### src/design/rgc_pkg.sv
/*
 constants for the remapping global command register block.
 assumes a classic wishbone slave with 32-bit data and byte addresses.
*/
package rgc_pkg;
    localparam logic [7:0] RGC_CMD_OFS = 8'h18;
    localparam logic [7:0] RGC_STS_OFS = 8'h1c;
    localparam logic [7:0] RGC_RTA_LO_OFS = 8'h20;
    localparam logic [7:0] RGC_RTA_HI_OFS = 8'h24;
    localparam logic [7:0] RGC_FLA_LO_OFS = 8'h28;
    localparam logic [7:0] RGC_FLA_HI_OFS = 8'h2c;
    localparam logic [7:0] RGC_ACT_LO_OFS = 8'h30;
    localparam logic [7:0] RGC_ACT_HI_OFS = 8'h34;
    localparam logic [7:0] RGC_AFL_LO_OFS = 8'h38;
    localparam logic [7:0] RGC_AFL_HI_OFS = 8'h3c;
    localparam int RGC_BIT_REMAP = 31;
    localparam int RGC_BIT_ROOT = 30;
    localparam int RGC_BIT_FLOG = 29;
    localparam int RGC_STEP_CYC = 4;
    typedef enum logic [1:0] {
        RGC_OP_REMAP,
        RGC_OP_ROOT,
        RGC_OP_FLOG
    } rgc_op_t;
endpackage : rgc_pkg

### src/design/rgc_global_command.sv
/*
 global command register of the remapping unit with its status flags,
 pointer registers and transaction-boundary switch.
 assumes a classic wishbone master on mclk, and a dma datapath that
 reports transactions in flight and can be told to hold new ones.
*/
`timescale 1ns/1ns
`default_nettype none
module rgc_global_command
    import rgc_pkg::*;
#(
    parameter bit DRAIN_SUPPORT = 1'b1,
    parameter bit FLOG_SUPPORT = 1'b1
) (
    input wire logic mclk,
    input wire logic reset_n,
    input wire logic wb_cyc_i,
    input wire logic wb_stb_i,
    input wire logic wb_we_i,
    input wire logic [7:0] wb_adr_i,
    input wire logic [3:0] wb_sel_i,
    input wire logic [31:0] wb_dat_i,
    output logic [31:0] wb_dat_o,
    output logic wb_ack_o,
    input wire logic dmaInFlight,
    input wire logic dmaTxnStart,
    output logic dmaHold,
    output logic remapOn,
    output logic [63:0] activeRootPtr,
    output logic [63:0] activeFaultLogPtr
);
    logic ackQ;
    logic wrStb;
    logic cmdWr;
    logic remapReqQ;
    logic remapActiveFlagQ;
    logic rootLoadedFlagQ;
    logic flogLoadedFlagQ;
    logic [63:0] rootAddrQ;
    logic [63:0] flogAddrQ;
    logic [63:0] activeRootQ;
    logic [63:0] activeFlogQ;
    logic remapOnQ;
    logic [2:0] startVec;
    logic [2:0] busyVec;
    logic [2:0] doneVec;
    logic anyBusy;
    logic quietNow;
    logic [31:0] rdData;

    assign wrStb = wb_cyc_i && wb_stb_i && wb_we_i && !ackQ;
    assign cmdWr = wrStb && (wb_adr_i == RGC_CMD_OFS) && wb_sel_i[3];
    assign anyBusy = |busyVec;

    // bus answers one cycle after the request, drops the next cycle
    always_ff @(posedge mclk or negedge reset_n) begin
        if (!reset_n) begin
            ackQ <= 1'b0;
        end else begin
            ackQ <= wb_cyc_i && wb_stb_i && !ackQ;
        end
    end
    assign wb_ack_o = ackQ;

    // commands arrive only while nothing is busy; one field per write expected
    always_comb begin
        startVec = 3'b000;
        if (cmdWr && !anyBusy) begin
            if (wb_dat_i[RGC_BIT_REMAP] != remapReqQ) begin
                startVec[RGC_OP_REMAP] = 1'b1;
            end
            startVec[RGC_OP_ROOT] = wb_dat_i[RGC_BIT_ROOT];
            startVec[RGC_OP_FLOG] = wb_dat_i[RGC_BIT_FLOG] && FLOG_SUPPORT;
        end
    end

    always_ff @(posedge mclk or negedge reset_n) begin
        if (!reset_n) begin
            remapReqQ <= 1'b0;
        end else if (startVec[RGC_OP_REMAP]) begin
            remapReqQ <= wb_dat_i[RGC_BIT_REMAP];
        end
    end

    // source registers for the pointer loads
    always_ff @(posedge mclk or negedge reset_n) begin
        if (!reset_n) begin
            rootAddrQ <= 64'h0;
            flogAddrQ <= 64'h0;
        end else if (wrStb) begin
            for (int b = 0; b < 4; b++) begin
                if (wb_sel_i[b]) begin
                    unique case (wb_adr_i)
                        RGC_RTA_LO_OFS: rootAddrQ[8*b +: 8] <= wb_dat_i[8*b +: 8];
                        RGC_RTA_HI_OFS: rootAddrQ[32+8*b +: 8] <= wb_dat_i[8*b +: 8];
                        RGC_FLA_LO_OFS: flogAddrQ[8*b +: 8] <= wb_dat_i[8*b +: 8];
                        RGC_FLA_HI_OFS: flogAddrQ[32+8*b +: 8] <= wb_dat_i[8*b +: 8];
                        default: ;
                    endcase
                end
            end
        end
    end

    // hold new dma traffic while any operation waits for a boundary
    assign dmaHold = anyBusy;
    assign quietNow = DRAIN_SUPPORT ? !dmaInFlight : !dmaTxnStart;

    genvar g;
    generate
        for (g = 0; g < 3; g++) begin : gOp
            rgc_one_shot #(
                .STEP_CYC(RGC_STEP_CYC)
            ) uOp (
                .mclk(mclk),
                .reset_n(reset_n),
                .start(startVec[g]),
                .quiet(quietNow),
                .busy(busyVec[g]),
                .done(doneVec[g])
            );
        end
    endgenerate

    // remapping state changes only at completion, between transactions
    always_ff @(posedge mclk or negedge reset_n) begin
        if (!reset_n) begin
            remapOnQ <= 1'b0;
            remapActiveFlagQ <= 1'b0;
        end else if (doneVec[RGC_OP_REMAP]) begin
            remapOnQ <= remapReqQ;
            remapActiveFlagQ <= remapReqQ;
        end
    end

    // pointer adoption and loaded flags; flag clears when a new load starts
    always_ff @(posedge mclk or negedge reset_n) begin
        if (!reset_n) begin
            activeRootQ <= 64'h0;
            rootLoadedFlagQ <= 1'b0;
        end else if (doneVec[RGC_OP_ROOT]) begin
            activeRootQ <= rootAddrQ;
            rootLoadedFlagQ <= 1'b1;
        end else if (startVec[RGC_OP_ROOT]) begin
            rootLoadedFlagQ <= 1'b0;
        end
    end

    always_ff @(posedge mclk or negedge reset_n) begin
        if (!reset_n) begin
            activeFlogQ <= 64'h0;
            flogLoadedFlagQ <= 1'b0;
        end else if (doneVec[RGC_OP_FLOG]) begin
            activeFlogQ <= flogAddrQ;
            flogLoadedFlagQ <= 1'b1;
        end else if (startVec[RGC_OP_FLOG]) begin
            flogLoadedFlagQ <= 1'b0;
        end
    end

    assign remapOn = remapOnQ;
    assign activeRootPtr = activeRootQ;
    assign activeFaultLogPtr = activeFlogQ;

    // read mux; command register reads zero
    always_comb begin
        rdData = 32'h0;
        unique case (wb_adr_i)
            RGC_CMD_OFS: rdData = 32'h0;
            RGC_STS_OFS: begin
                rdData[RGC_BIT_REMAP] = remapActiveFlagQ;
                rdData[RGC_BIT_ROOT] = rootLoadedFlagQ;
                rdData[RGC_BIT_FLOG] = flogLoadedFlagQ;
            end
            RGC_RTA_LO_OFS: rdData = rootAddrQ[31:0];
            RGC_RTA_HI_OFS: rdData = rootAddrQ[63:32];
            RGC_FLA_LO_OFS: rdData = flogAddrQ[31:0];
            RGC_FLA_HI_OFS: rdData = flogAddrQ[63:32];
            RGC_ACT_LO_OFS: rdData = activeRootQ[31:0];
            RGC_ACT_HI_OFS: rdData = activeRootQ[63:32];
            RGC_AFL_LO_OFS: rdData = activeFlogQ[31:0];
            RGC_AFL_HI_OFS: rdData = activeFlogQ[63:32];
            default: rdData = 32'h0;
        endcase
    end

    always_ff @(posedge mclk or negedge reset_n) begin
        if (!reset_n) begin
            wb_dat_o <= 32'h0;
        end else if (wb_cyc_i && wb_stb_i && !wb_we_i && !ackQ) begin
            wb_dat_o <= rdData;
        end
    end

    property p_remap_switch_at_done;
        @(posedge mclk) disable iff (!reset_n)
        $changed(remapOnQ) |-> $past(doneVec[RGC_OP_REMAP]);
    endproperty
    a_remap_switch_at_done: assert property (p_remap_switch_at_done) else $error("remap changed off completion");

    property p_flag_tracks_on;
        @(posedge mclk) disable iff (!reset_n)
        doneVec[RGC_OP_REMAP] |=> $changed(remapActiveFlagQ) && (remapActiveFlagQ == remapOnQ);
    endproperty
    a_flag_tracks_on: assert property (p_flag_tracks_on) else $error("active flag differs from state");

    property p_remap_value;
        @(posedge mclk) disable iff (!reset_n)
        startVec[RGC_OP_REMAP] |-> (remapOnQ != wb_dat_i[RGC_BIT_REMAP]) ##[1:1000] $changed(remapOnQ);
    endproperty
    a_remap_value: assert property (p_remap_value) else $error("remap not set to request");

    property p_drain;
        @(posedge mclk) disable iff (!reset_n)
        (DRAIN_SUPPORT && doneVec[RGC_OP_REMAP]) |-> !$past(dmaInFlight, 1 + RGC_STEP_CYC);
    endproperty
    a_drain: assert property (p_drain) else $error("remap done without drain");

    property p_cmd_read_zero;
        @(posedge mclk) disable iff (!reset_n)
        (wb_cyc_i && wb_stb_i && !wb_we_i && !ackQ && wb_adr_i == RGC_CMD_OFS) |=> wb_dat_o == 32'h0;
    endproperty
    a_cmd_read_zero: assert property (p_cmd_read_zero) else $error("command read not zero");

    property p_zero_no_action;
        @(posedge mclk) disable iff (!reset_n)
        (cmdWr && !wb_dat_i[RGC_BIT_ROOT]) |-> !startVec[RGC_OP_ROOT];
    endproperty
    a_zero_no_action: assert property (p_zero_no_action) else $error("zero write started load");

    property p_root_adopt;
        @(posedge mclk) disable iff (!reset_n)
        doneVec[RGC_OP_ROOT] |=> (activeRootQ == $past(rootAddrQ)) && rootLoadedFlagQ;
    endproperty
    a_root_adopt: assert property (p_root_adopt) else $error("root pointer not adopted");

    property p_root_flag;
        @(posedge mclk) disable iff (!reset_n)
        $rose(rootLoadedFlagQ) |-> $past(doneVec[RGC_OP_ROOT]);
    endproperty
    a_root_flag: assert property (p_root_flag) else $error("root flag set early");

    property p_flog_adopt;
        @(posedge mclk) disable iff (!reset_n)
        doneVec[RGC_OP_FLOG] |=> (activeFlogQ == $past(flogAddrQ)) && flogLoadedFlagQ;
    endproperty
    a_flog_adopt: assert property (p_flog_adopt) else $error("fault log pointer not adopted");

    property p_flog_flag;
        @(posedge mclk) disable iff (!reset_n)
        $rose(flogLoadedFlagQ) |-> $past(doneVec[RGC_OP_FLOG]);
    endproperty
    a_flog_flag: assert property (p_flog_flag) else $error("fault log flag set early");

    property p_flog_while_on;
        @(posedge mclk) disable iff (!reset_n)
        (startVec[RGC_OP_FLOG] && remapOnQ) |-> ##[1:1000] doneVec[RGC_OP_FLOG];
    endproperty
    a_flog_while_on: assert property (p_flog_while_on) else $error("fault log reload refused");

    property p_flag_clears_on_start;
        @(posedge mclk) disable iff (!reset_n)
        startVec[RGC_OP_ROOT] |=> !rootLoadedFlagQ;
    endproperty
    a_flag_clears_on_start: assert property (p_flag_clears_on_start) else $error("flag not cleared");

    property p_hold_while_busy;
        @(posedge mclk) disable iff (!reset_n)
        (|startVec) |=> dmaHold;
    endproperty
    a_hold_while_busy: assert property (p_hold_while_busy) else $error("new traffic not held");

    property p_remap_start;
        @(posedge mclk) disable iff (!reset_n)
        (cmdWr && !anyBusy && (wb_dat_i[RGC_BIT_REMAP] != remapOnQ)) |-> startVec[RGC_OP_REMAP];
    endproperty
    a_remap_start: assert property (p_remap_start) else $error("remap request not started");

    property p_flog_zero_no_action;
        @(posedge mclk) disable iff (!reset_n)
        (cmdWr && !wb_dat_i[RGC_BIT_FLOG]) |-> !startVec[RGC_OP_FLOG];
    endproperty
    a_flog_zero_no_action: assert property (p_flog_zero_no_action) else $error("zero write started log load");

    property p_flog_flag_clears;
        @(posedge mclk) disable iff (!reset_n)
        startVec[RGC_OP_FLOG] |=> !flogLoadedFlagQ;
    endproperty
    a_flog_flag_clears: assert property (p_flog_flag_clears) else $error("log flag not cleared");

    property p_root_flag_holds;
        @(posedge mclk) disable iff (!reset_n)
        (rootLoadedFlagQ && !startVec[RGC_OP_ROOT]) |=> rootLoadedFlagQ;
    endproperty
    a_root_flag_holds: assert property (p_root_flag_holds) else $error("root flag lost");
endmodule : rgc_global_command
`default_nettype wire

### src/design/rgc_one_shot.sv
/*
 one-shot operation sequencer: takes a start pulse, waits for the
 datapath to be quiet, holds for a fixed settle, then pulses done.
 assumes quiet comes from logic on the same clock.
*/
`timescale 1ns/1ns
`default_nettype none
module rgc_one_shot
    import rgc_pkg::*;
#(
    parameter int STEP_CYC = RGC_STEP_CYC
) (
    input wire logic mclk,
    input wire logic reset_n,
    input wire logic start,
    input wire logic quiet,
    output logic busy,
    output logic done
);
    typedef enum logic [1:0] {
        RGC_S_IDLE,
        RGC_S_WAIT,
        RGC_S_SETTLE
    } rgc_sq_t;
    rgc_sq_t state_q;
    logic [7:0] count_q;

    // waits for quiet, then settles; done pulses once
    always_ff @(posedge mclk or negedge reset_n) begin
        if (!reset_n) begin
            state_q <= RGC_S_IDLE;
            count_q <= 8'h00;
            done <= 1'b0;
        end else begin
            done <= 1'b0;
            unique case (state_q)
                RGC_S_IDLE: begin
                    if (start) begin
                        state_q <= RGC_S_WAIT;
                    end
                end
                RGC_S_WAIT: begin
                    count_q <= 8'h00;
                    if (quiet) begin
                        state_q <= RGC_S_SETTLE;
                    end
                end
                RGC_S_SETTLE: begin
                    count_q <= count_q + 8'h01;
                    if (count_q == 8'(STEP_CYC - 1)) begin
                        state_q <= RGC_S_IDLE;
                        done <= 1'b1;
                    end
                end
            endcase
        end
    end

    // the done cycle counts as busy so a new start never meets a finishing one
    assign busy = (state_q != RGC_S_IDLE) || done;
endmodule : rgc_one_shot
`default_nettype wire

### config.mk
export PLATFORM = sky130hd
export DESIGN_NAME = rgc_global_command
export DESIGN_NICKNAME = d
export VERILOG_FILES = /design/src/design/rgc_pkg.sv /design/src/design/rgc_global_command.sv /design/src/design/rgc_one_shot.sv
export SDC_FILE = /design/constraint.sdc
export NUM_CORES = 1
export LEC_CHECK = 0
export ABC_AREA = 1
export BUFFER_PORTS_ARGS = -buffer_cell sky130_fd_sc_hd__buf_2
export CAP_MARGIN = 20
export CORE_UTILIZATION = 35
export CTS_CLUSTER_DIAMETER = 120
export DETAILED_ROUTE_END_ITERATION = 6
export GPL_TIMING_DRIVEN = 0
export SLEW_MARGIN = 25
export SYNTH_ARGS = -nofsm -noshare
export SYNTH_HDL_FRONTEND = slang
export SYNTH_SLANG_ARGS = --single-unit
export TNS_END_PERCENT = 30
### constraint.sdc
create_clock -name mclk -period 1.9 [get_ports mclk]
set_input_delay 0.095 -clock mclk [delete_from_list [all_inputs] [get_ports mclk]]
set_output_delay 0.095 -clock mclk [all_outputs]
set_load 0.01 [all_outputs]
Yosys cells after proc, flatten, opt, wreduce, memory -nomap -nowiden --
Index checks and enable logic that the tools add are counted.
Storage, ports and cells: flip-flop bits (word level) 326, bits of input ports 51, output and inout port bits 163, word-level logic and storage cells 138
Cells by class: $add $sub $neg 3, eq/ne operators 29, mux-type cells 27, reductions and logical operators 46
Operators by type and width (number):
- $pmux 29 s8 | 1
- $eq 8x6->1 const B | 8
- $reduce_and 3->1 | 19
- $pmux 8 s2 | 3
- $pmux 3 s9 | 1
- $add 8x1->8 const B | 3
- $eq 8x2->1 const B | 3
- $pmux 2 s3 | 3
- $eq 8x5->1 const B | 2
- $reduce_bool 2->1 | 8
- $mux 2 | 7
- $ne 2x2->1 const B | 6
- $mux 1 | 11
- $logic_and 1x1->1 | 9
- $eq 2x1->1 const B | 3
- $eq 2x2->1 const B | 3
- $logic_not 2->1 | 3
- $ne 2x1->1 const B | 3
- $logic_not 1->1 | 3
- $logic_or 1x1->1 | 3
- $mux 3 | 1
- $reduce_or 3->1 | 1
- $ne 1x1->1 | 1

Logic depth before layout (Yosys ltp) --
Gate-level depths: netlist of run 1.
depth after elaboration 9, mapped depth 12, mapped depth without buffers 11

Hierarchy --
From an unflattened synthesis of run 1, not the netlist that was laid out.
Unflattened totals: cells, all modules 1890, area, all modules 15234.6 µm²
By module, submodules not included:
- rgc_global_command | instances 1, cells each 1650, area an instance 13361.6 µm², sequential area each 7332.0 µm²
- rgc_one_shot | instances 3, cells each 80, area an instance 624.3 µm², sequential area each 275.3 µm²

Worst setup path before layout of run 1 --
Ideal clock, no wire load.
path type register -> register, start point reg gOp[0].uOp.state_q[0], end point reg gOp[1].uOp.state_q[0], library setup time 0.117 ns, arrival 1.450 ns, required time 1.783 ns, setup slack 0.334 ns, cell stages (with the launch flop) 11, path buffers 0, period minus slack after synthesis 1.566 ns, cells stage by stage dfrtp_1 -> inv_1 -> ha_1 -> nand2_1 -> nand3b_1 -> nor2_1 -> nand3_1 -> nand2_1 -> nand2_1 -> nand2_1 -> nand2_1
Between the ends: longest elaborated chain between the ends 8
RTL lines:
- start: declaration | line rgc_one_shot.sv:25 | rgc_sq_t state_q;
- start signal: assignment | line rgc_one_shot.sv:31 | state_q <= RGC_S_IDLE;
- start signal: assignment | line rgc_one_shot.sv:39 | state_q <= RGC_S_WAIT;
- start signal: assignment | line rgc_one_shot.sv:45 | state_q <= RGC_S_SETTLE;
- $reduce_bool 2->1 | line rgc_one_shot.sv:60 | assign busy = (state_q != RGC_S_IDLE) || done;
- $logic_or 1x1->1 | line rgc_one_shot.sv:60
- $reduce_or 3->1 | line rgc_global_command.sv:53 | assign anyBusy = |busyVec;
- via dmaHold | line rgc_global_command.sv:27 | output logic dmaHold,
- $logic_not 1->1 | line rgc_global_command.sv:68 | if (cmdWr && !anyBusy) begin
- $logic_and 1x1->1 | line rgc_global_command.sv:68
- $mux 3 | line rgc_global_command.sv:68
- $ne 2x2->1 (no source line)
- $reduce_and 3->1 (no source line)
- end signal: assignment | line rgc_one_shot.sv:31
- end signal: assignment | line rgc_one_shot.sv:39
- end signal: assignment | line rgc_one_shot.sv:45
- end: declaration | line rgc_one_shot.sv:25
The timed path passes the listed nets, and every way through them passes these cells. A chain may end at the register's enable or synchronous reset.

Final worst setup path of run 1 --
start point reg gOp[2].uOp.state_q[1], end point out dmaHold
Between the ends: longest elaborated chain between the ends 3
RTL lines (line):
- start: declaration | rgc_one_shot.sv:25
- start signal: assignment | rgc_one_shot.sv:31
- start signal: assignment | rgc_one_shot.sv:39
- start signal: assignment | rgc_one_shot.sv:45
- $reduce_bool 2->1 | rgc_one_shot.sv:60
- $logic_or 1x1->1 | rgc_one_shot.sv:60
- $reduce_or 3->1 | rgc_global_command.sv:53
- end: declaration | rgc_global_command.sv:27
No other way between the ends.

==> results by group, run 1 <==
Finish
  – Final-layout fill cell count: 4249
  – Area grow syn2layout: 23.9%
  – Layout cells sized above 1: 17.0%
  – Most frequent cells in the layout: nand2_1 (648), dfrtp_1 (326), o21ai_0 (265)
  – Post-layout nets: 2205
  – ANT cells: 0
  – Most common cell after layout, fill and taps aside: nand2_1

Die
  – Ports: 214
  – Site Rows: 75
  – Total Die Area: 43200 sq um
  – Die height: 208 um
  – Initial Utilization: 35.5%
  – Die extent in x: 208 um
  – Core ar.: 41900 sq um

Global route
  – First-pass GRT wire length: 83100 um
  – Largest net degree at the start of global routing: 79
  – Vias in the first global route: 13500
  – Gr ovfl total: 0
  – Initial antenna violation count: 0
  – Total GRT Usage: 25.6%

Placement
  – Gpl congestion: 0.909
  – Place WS: -335 ps
  – Post-DP HPWL: 39000 um
  – # port buffers: 212

Detailed routing
  – DR WL/cell: 20.1 um
  – TritonRoute pass-1 iters: 5
  – Routed vias/inst: 5.08
  – DRC errors left: 0
  – DR iter-0 viols: 1483
  – Vias after detailed routing: 13800
  – DRT antenna net count: 0
  – Final wirelength: 54500 um

Setup path
  – CP Data Required Time: 1800 ps
  – Critical path buffers and inverters: 3
  – Worst path cell trace: inv_2 > ha_2 > inv_1 > nor2_2 > nand3b_1 > buf_2
  – Setup crit start kind: flop
  – Critical path endpoint category: output port
  – Slowest cell delay on critical path: 410 ps
  – Crit path DAT: 1750 ps
  – Crit path max fanout: 3
  – Slowest stage cell on the critical path: dfrtp_1
  – Reg2Reg Setup Slack: 100 ps
  – Critical path class: flop to output port
  – Largest delay contributor family on the critical path: flip-flops

Clock tree
  – Clk sinks: 326
  – Clock slew at reported path FFs: 60 ps
  – H-Tree Level Count: 2
  – Clk root buf: clkbuf_16
  – Bufs on Longest Clock Path: 3
  – CTS tree: built
  – CTS buffer count: 38
  – Worst skew pair latency: 550 ps

Yosys
  – Largest family of logic cells by synthesized area: simple AND/OR/NAND/NOR gates
  – Mapped Cells: 1846
  – Adder-Cell Fraction of Synth Area: 1.26%
  – Synthesis Warnings: 0
  – Proportion of synthesized area in mux cells: 0.0759%
  – Post-synthesis net count: 1912
  – Post-Syn Area: 14800 sq um
  – Number of synthesized register bits: 326
  – Xor and xnor area share after synthesis: 0.0590%
  – Sequential share of the synthesized area: 55.0%
  – Syn Area/Cell: 8.04 sq um
  – Synth Area in Simple Gates: 25.7%
  – Compound-Gate Fraction of Synth Area: 11.0%
  – Synth unique cells: 29

Timing
  – Final Hold Viols: 0
  – Skew final: 21.6 ps
  – Final Critical Period: 1840 ps
  – Fmax: 542 MHz
  – Setup WS post-layout: 56.7 ps
  – Crit share post-route: 97.0%
  – Endpoints failing setup: 0
  – Slew @ Worst Pin: 971 ps
  – RSZ-0062 raised after global routing: true
  – Rel. slew slack: 35.3%
  – Final Max Slew Viols: 0

Power
  – VDD IR max: 0.815 mV
  – Pwr dens: 891 nW/um^2
  – Total power: 0.0164 W
  – Leakage power: 9.49 nW

Status
  – Outcome: completed

Worst hold path
  – Hold Crit Class: input port to asynchronous set/reset pin

Flow run
  – Max Cap Viol: 0
[flip-flops by register name (all words and copies together) (netlist names)]
register,cells
gOp.uOp.done,3
flogAddrQ,64
gOp.uOp.state_q,6
flogLoadedFlagQ,1
wb_ack_o,1
wb_dat_o,32
activeFaultLogPtr,64
gOp.uOp.count_q,24
rootAddrQ,64
activeRootPtr,64
remapReqQ,1
remapOn,1
rootLoadedFlagQ,1
[cell usage after synthesis, drive strengths merged]
library cell	count	area, sq um
o21a	3	22.5
buf	31	175
nand2	673	2600
inv	171	647
xor2	1	8.76
nand3b	1	7.51
dfrtp	326	8160
a31oi	3	18.8
nor3	19	100
clkinv	4	16.3
clkbuf	49	184
mux2	1	11.3
o21ai	298	1490
nand3	124	621
ha	15	188
nor2	107	487
a21oi	20	100
[logic make-up after synthesis]
group,count (synthesis)
mux,1
fa+ha+maj,15
flops,326
xor+xnor,1
buf+inv,255
compound gates,324
simple gates,924
[layout make-up]
class / count / area, sq um / share of cell area (%)
inverters: 175 / 667 / 3.63
well taps: 539 / 674 / 3.67
clock buffers: 55 / 1110 / 6.02
clock inverters: 15 / 160 / 0.871
repair buffers: 254 / 1560 / 8.47
multi-input cells: 1265 / 5690 / 31.0
flip-flops and latches: 326 / 8160 / 44.4
plain buffers: 79 / 367 / 1.99
[report_power, final]
part           internal, W  total [W]  switching, W  leakage [nW]
clock network      0.00437    0.00748       0.00311         0.614
registers          0.00710    0.00724      0.000141          4.53
logic             0.000529    0.00166       0.00113          4.34
[layer usage]
layer	wire length, um	track usage (%)	vias up
met2	24500	40.2	587
met5	0	0	-
met4	2020	9.63	0
met1	22700	34.1	6616
met3	5290	6.54	109
li1	-	-	6444
[per-stage QoR]
| stage | util, % | setup TNS [ps] | hold slack [ps] | cells | instance area (sq um) |
|---|---|---|---|---|---|
| after global placement | 39.6 | -1874760 | 404 | 2597 | 16600 |
| after CTS | 43.8 | 0 | 81.0 | 2708 | 18300 |
| after global routing | 43.9 | -252 | 118 | 2708 | 18400 |
| after detailed placement | 39.9 | -15870 | 55.2 | 2601 | 16700 |
| final | 43.9 | 0 | 63.5 | 2708 | 18400 |
| after floorplan | - | 0 | -201 | 1846 | 14800 |
[final timing paths]
kind                                                   startpoint  depth (start not counted)                                to
worst min register to register           wb_dat_o[16]$_DFFE_PN0P_                          2          wb_dat_o[16]$_DFFE_PN0P_
max in group asynchronous                                 reset_n                          4  activeFaultLogPtr[1]$_DFFE_PN0P_
worst min-delay path                                      reset_n                          2          wb_dat_o[25]$_DFFE_PN0P_
min in group mclk                                         wb_we_i                          5          wb_dat_o[31]$_DFFE_PN0P_
worst max register to register                 wb_ack_o$_DFF_PN0_                          6         flogAddrQ[60]$_DFFE_PN0P_
worst max-delay path            gOp[2].uOp.state_q[1]$_DFFE_PN0P_                          6                           dmaHold
[repair_timing]
action | in CTS | in global routing
pin swaps | 1 | 2
endpoints found under the hold margin | 327 | 0
setup endpoints to repair | 74 | 45
gates resized for setup | 8 | 14
buffers inserted | 1 | 1
hold buffers | 36 | 0
(Power assumes the default switching activity.)
==> run 2, diff against run 1 <==
Settings changed: PLACE_DENSITY_LB_ADDON set to 0.12.
==> run 2 against run 1 <==
Against the previous run: the run now ends with DRC left; highest routed layer unchanged; global-route usage rose by 0.74 points; die area unchanged; critical path type is now flop to flop; largest cell class unchanged; critical path depth is 1 lower; flip-flop and latch count unchanged.
==> results by group, run 2 (same netlist as run 1, synthesis figures left out) <==
Status
  – Outcome: complete, but fails checks
  – Failing checks: DRC

Global route
  – First-pass GRT wire length: 84000 um
  – Gr ovfl total: 0
  – Total GRT Usage: 26.4%
  – Initial antenna violation count: 0
  – Vias in the first global route: 13400
  – Largest net degree at the start of global routing: 79

Setup path
  – Largest delay contributor family on the critical path: buffers and inverters
  – Crit path max fanout: 10
  – Setup crit start kind: flop
  – Critical path class: flop to flop
  – Slowest stage cell on the critical path: clkbuf_1
  – Critical path buffers and inverters: 3
  – Cell mode on critical path: clkbuf_1
  – Worst path cell trace: clkbuf_1 > clkinv_2 > clkbuf_1 > nand2_1 > o21ai_0
  – Critical path endpoint category: flop
  – CP Data Required Time: 2270 ps
  – Slowest cell delay on critical path: 450 ps
  – Crit path DAT: 2240 ps

Die
  – Initial Utilization: 35.5%
  – Core ar.: 41900 sq um
  – Site Rows: 75
  – Total Die Area: 43200 sq um
  – Die extent in x: 208 um
  – Die height: 208 um
  – Ports: 214

Finish
  – Area of the multi-input gates: 5700 sq um
  – ANT cells: 0
  – Final-layout fill cell count: 4254
  – Most frequent cells in the layout: nand2_1 (648), dfrtp_1 (326), o21ai_0 (265)
  – Layout cells sized above 1: 17.2%
  – Post-layout nets: 2211
  – Register Area: 8160 sq um
  – Area grow syn2layout: 24.1%
  – Design area: 18400 sq um
  – Most common cell after layout, fill and taps aside: nand2_1

Power
  – Leakage power: 9.51 nW
  – VDD IR max: 0.860 mV
  – Pwr dens: 882 nW/um^2

Flow run
  – Max Cap Viol: 0

Clock tree
  – Clock slew at reported path FFs: 60 ps
  – Bufs on Longest Clock Path: 3
  – Worst skew pair latency: 540 ps
  – Clk sinks: 326
  – H-Tree Level Count: 2
  – CTS buffer count: 39
  – CTS tree: built
  – Clk root buf: clkbuf_16

Timing
  – Crit share post-route: 98.4%
  – Endpoints failing setup: 0
  – Slew @ Worst Pin: 1110 ps
  – Fmax: 535 MHz
  – Final Hold Viols: 0
  – Skew final: 20.0 ps
  – Rel. slew slack: 25.7%
  – TNS Setup: 0 ps
  – Final Max Slew Viols: 0
  – RSZ-0062 raised after global routing: true
  – Final Critical Period: 1870 ps

Detailed routing
  – DR WL/cell: 21.0 um
  – Final wirelength: 57000 um
  – TritonRoute pass-1 iters: 7
  – Vias after detailed routing: 13800
  – DRT antenna net count: 0
  – DRC errors left: 2
  – DR iter-0 viols: 1273
  – Routed vias/inst: 5.09

Placement
  – Post-DP HPWL: 40000 um
  – Gpl congestion: 0.882
  – # port buffers: 212
  – Area post-placement: 16700 sq um

Worst hold path
  – Hold Crit Class: input port to asynchronous set/reset pin
[run 2: cell types whose count changed in the layout (fill, tap and decap cells not counted), moves of 2 or more]
cell / change
inv_6: +2
clkinvlp_4: -4
buf_4: +3
clkbuf_8: +2
nor3_1: -2
nor3_2: +2
[run 2: worst paths after layout]
path | startpoint | to | slack (ps) | cells past startpoint
worst min register to register | wb_dat_o[12]$_DFFE_PN0P_ | wb_dat_o[12]$_DFFE_PN0P_ | 470 | 2
max in group asynchronous | reset_n | activeRootPtr[58]$_DFFE_PN0P_ | 810 | 4
worst max-delay path | gOp[1].uOp.done$_DFF_PN0_ | activeRootPtr[28]$_DFFE_PN0P_ | 30 | 5
worst min-delay path | reset_n | wb_dat_o[2]$_DFFE_PN0P_ | 10 | 2
worst max register to register | gOp[1].uOp.done$_DFF_PN0_ | activeRootPtr[28]$_DFFE_PN0P_ | 30 | 5
min in group mclk | wb_sel_i[3] | remapReqQ$_DFFE_PN0P_ | 110 | 5
[run 2: power breakdown]
part	switching (W)	leakage, nW	internal (W)	total, W
clock	0.00296	0.618	0.00438	0.00734
sequential	0.000143	4.53	0.00710	0.00724
combinational	0.00114	4.37	0.000519	0.00166
[run 2: stage by stage]
step | cells | setup slack [ps] | total power [W] | util (%) | hold WS, ps
final | 2708 | 30.6 | 0.0162 | 44.0 | 10.4
after floorplan | 1846 | 334 | 0.00829 | - | -201
after global routing | 2708 | -65.4 | 0.0169 | 44.0 | 25.8
after global placement | 2597 | -5920 | 0.00885 | 39.6 | 401
after CTS | 2708 | 16.0 | 0.0164 | 43.9 | 1.16
after detailed placement | 2601 | -381 | 0.00892 | 39.9 | -26.2
[run 2: what timing repair did]
item | CTS | global route
buffers inserted | 6 | 0
hold endpoints to repair | 314 | 0
setup endpoints to repair | 82 | 50
pin swaps | 1 | 2
hold buffers | 36 | 0
gates resized for setup | 6 | 22
[run 2: final cells by class]
type / count / share of cell area (%)
plain buffers: 80 / 2.00
repair buffers: 258 / 8.69
multi-input cells: 1265 / 31.0
clock buffers: 54 / 6.10
well taps: 539 / 3.66
clock inverters: 11 / 0.632
flip-flops and latches: 326 / 44.3
inverters: 175 / 3.63
[run 2: layer usage]
metal	global-route usage, %	wire length, um	up-vias
met5	0	0	-
met4	11.3	2460	0
met3	6.64	4810	125
met2	41.2	25100	553
met1	34.7	24600	6655
li1	-	-	6453
==> run 3, diff against run 2 <==
Settings changed: RECOVER_POWER set to 100.
==> run 3 against run 2 <==
Against the previous run: critical path type is now input port to flop; via count up 0.21%; clock skew up 1.6 ps; power down 0.32%; register-to-register slack better by 20 ps; largest cell class unchanged; non-clock buffer count unchanged; maximum frequency up 0.28%; the flow finishes with violations (hold timing); core utilization down 0.62 points.
==> results by group, run 3 (same netlist as run 1, synthesis figures left out) <==
Die
  – Die height: 208 um
  – Die extent in x: 208 um
  – Total Die Area: 43200 sq um
  – Ports: 214
  – Core ar.: 41900 sq um
  – Site Rows: 75
  – Initial Utilization: 35.5%

Finish
  – Area grow syn2layout: 22.3%
  – Post-layout nets: 2211
  – Layout cells sized above 1: 9.64%
  – Final-layout fill cell count: 4328
  – ANT cells: 0
  – Most common cell after layout, fill and taps aside: nand2_1
  – Design area: 18100 sq um
  – Most frequent cells in the layout: nand2_1 (649), dfrtp_1 (326), o21ai_0 (267)

Power
  – Leakage power: 8.78 nW
  – VDD IR max: 0.859 mV
  – Pwr dens: 892 nW/um^2

Setup path
  – Critical path class: input port to flop
  – CP Data Required Time: 2370 ps
  – Largest delay contributor family on the critical path: simple AND/OR/NAND/NOR gates
  – Crit path max fanout: 10
  – Slowest cell delay on critical path: 840 ps
  – Setup crit start kind: input port
  – Worst path cell trace: buf_2 > inv_1 > nand2_1 > nor2_4 > clkbuf_1 > nand3_1 > o21ai_0 > nor2_1 > nand2_1 > nand2_1 > nand2_1
  – Cell mode on critical path: nand2_1
  – Critical path buffers and inverters: 3
  – Critical path endpoint category: flop
  – Slowest stage cell on the critical path: clkbuf_1
  – Crit path DAT: 2340 ps

Timing
  – Endpoints failing setup: 0
  – Worst hold slack: -6.11 ps
  – Setup WS post-layout: 35.8 ps
  – Slew @ Worst Pin: 1190 ps
  – RSZ-0062 raised after global routing: true
  – Final Hold Viols: 3
  – Final Critical Period: 1860 ps
  – Rel. slew slack: 20.5%
  – Fmax: 536 MHz
  – Final Max Slew Viols: 0
  – Crit share post-route: 98.1%
  – Skew final: 21.6 ps

Clock tree
  – Clk root buf: clkbuf_16
  – CTS buffer count: 39
  – Worst skew pair latency: 540 ps
  – CTS tree: built
  – H-Tree Level Count: 2
  – Clock slew at reported path FFs: 50 ps
  – Bufs on Longest Clock Path: 3
  – Clk sinks: 326

Placement
  – Gpl congestion: 0.882
  – Place WS: -381 ps
  – Post-DP HPWL: 40000 um
  – # port buffers: 212
  – Area post-placement: 16700 sq um

Detailed routing
  – Routed vias/inst: 5.10
  – DR iter-0 viols: 1135
  – Final wirelength: 56900 um
  – Vias after detailed routing: 13800
  – DRT antenna net count: 0
  – DRC errors left: 0
  – DR WL/cell: 21.0 um
  – TritonRoute pass-1 iters: 5

Status
  – Outcome: complete, but fails checks
  – Failing checks: hold timing

Global route
  – Total GRT Usage: 26.4%
  – Vias in the first global route: 13400
  – Initial antenna violation count: 0
  – First-pass GRT wire length: 84000 um
  – Largest net degree at the start of global routing: 79
  – Gr ovfl total: 0

Worst hold path
  – Hold Crit Class: input port to asynchronous set/reset pin

Flow run
  – Max Cap Viol: 0
## run 3: what timing repair did
item | 4_1_cts | 5_1_grt
buffers inserted | 6 | 0
hold endpoints to repair | 314 | 0
gates resized for setup | 6 | 22
pin swaps | 1 | 2
hold buffers | 36 | 0
setup endpoints to repair | 82 | 50
## run 3: metrics by stage
stage / hold WS (ps) / TNS, ps / instances / utilization (%) / power (W)
6_report: -6.11 / 0 / 2708 / 43.4 / 0.0162
5_1_grt: 8.90 / -3370 / 2708 / 43.4 / 0.0169
4_1_cts: 1.16 / 0 / 2708 / 43.9 / 0.0164
3_5_place_dp: -26.2 / -18960 / 2601 / 39.9 / 0.00892
3_3_place_gp: 401 / -1956240 / 2597 / 39.6 / 0.00885
2_1_floorplan: -201 / 0 / 1846 / - / 0.00829
## run 3: final timing paths
path / startpoint / to / slack [ps] / cells after the start
worst max-delay path: wb_adr_i[1] / wb_dat_o[2]$_DFFE_PN0P_ / 40 / 11
worst min-delay path: reset_n / wb_dat_o[2]$_DFFE_PN0P_ / -6 / 2
worst max register to register: wb_ack_o$_DFF_PN0_ / flogAddrQ[62]$_DFFE_PN0P_ / 50 / 7
worst min register to register: wb_dat_o[12]$_DFFE_PN0P_ / wb_dat_o[12]$_DFFE_PN0P_ / 480 / 2
max in group asynchronous: reset_n / activeRootPtr[58]$_DFFE_PN0P_ / 230 / 4
min in group mclk: wb_sel_i[3] / remapReqQ$_DFFE_PN0P_ / 110 / 5
## run 3: cell type report
cell class	count	area [sq um]	share of cell area (%)
Sequential cell	326	8160	44.9
Multi-Input combinational cell	1265	5690	31.4
Timing Repair Buffer	258	1350	7.44
Clock buffer	54	1120	6.18
Tap cell	539	674	3.72
Inverter	175	668	3.68
Buffer	80	368	2.03
Clock inverter	11	116	0.641
## run 3: where the power goes
part           leakage (nW)  internal [W]  total (W)  switching (W)
clock network         0.618       0.00438    0.00732        0.00294
registers              4.53       0.00710    0.00724       0.000142
logic                  3.63      0.000499    0.00163        0.00113
total                  8.78        0.0120     0.0162        0.00421
## run 3: layer usage
metal	global-route usage [%]	wire [um]	part of all wire (%)
met2	41.2	25400	45
met5	0	0	0
met4	11.3	2320	4.1
met3	6.64	4810	8.5
met1	34.7	24400	43
## run 3: worst register-to-register path: stages, from the launching register on
cell and delay (ps):
dfrtp_1 420, nor2_2 180, nand2_4 160, nor2_8 240
nand2_2 180, clkbuf_1 310, nand2_1 120, o21ai_0 80
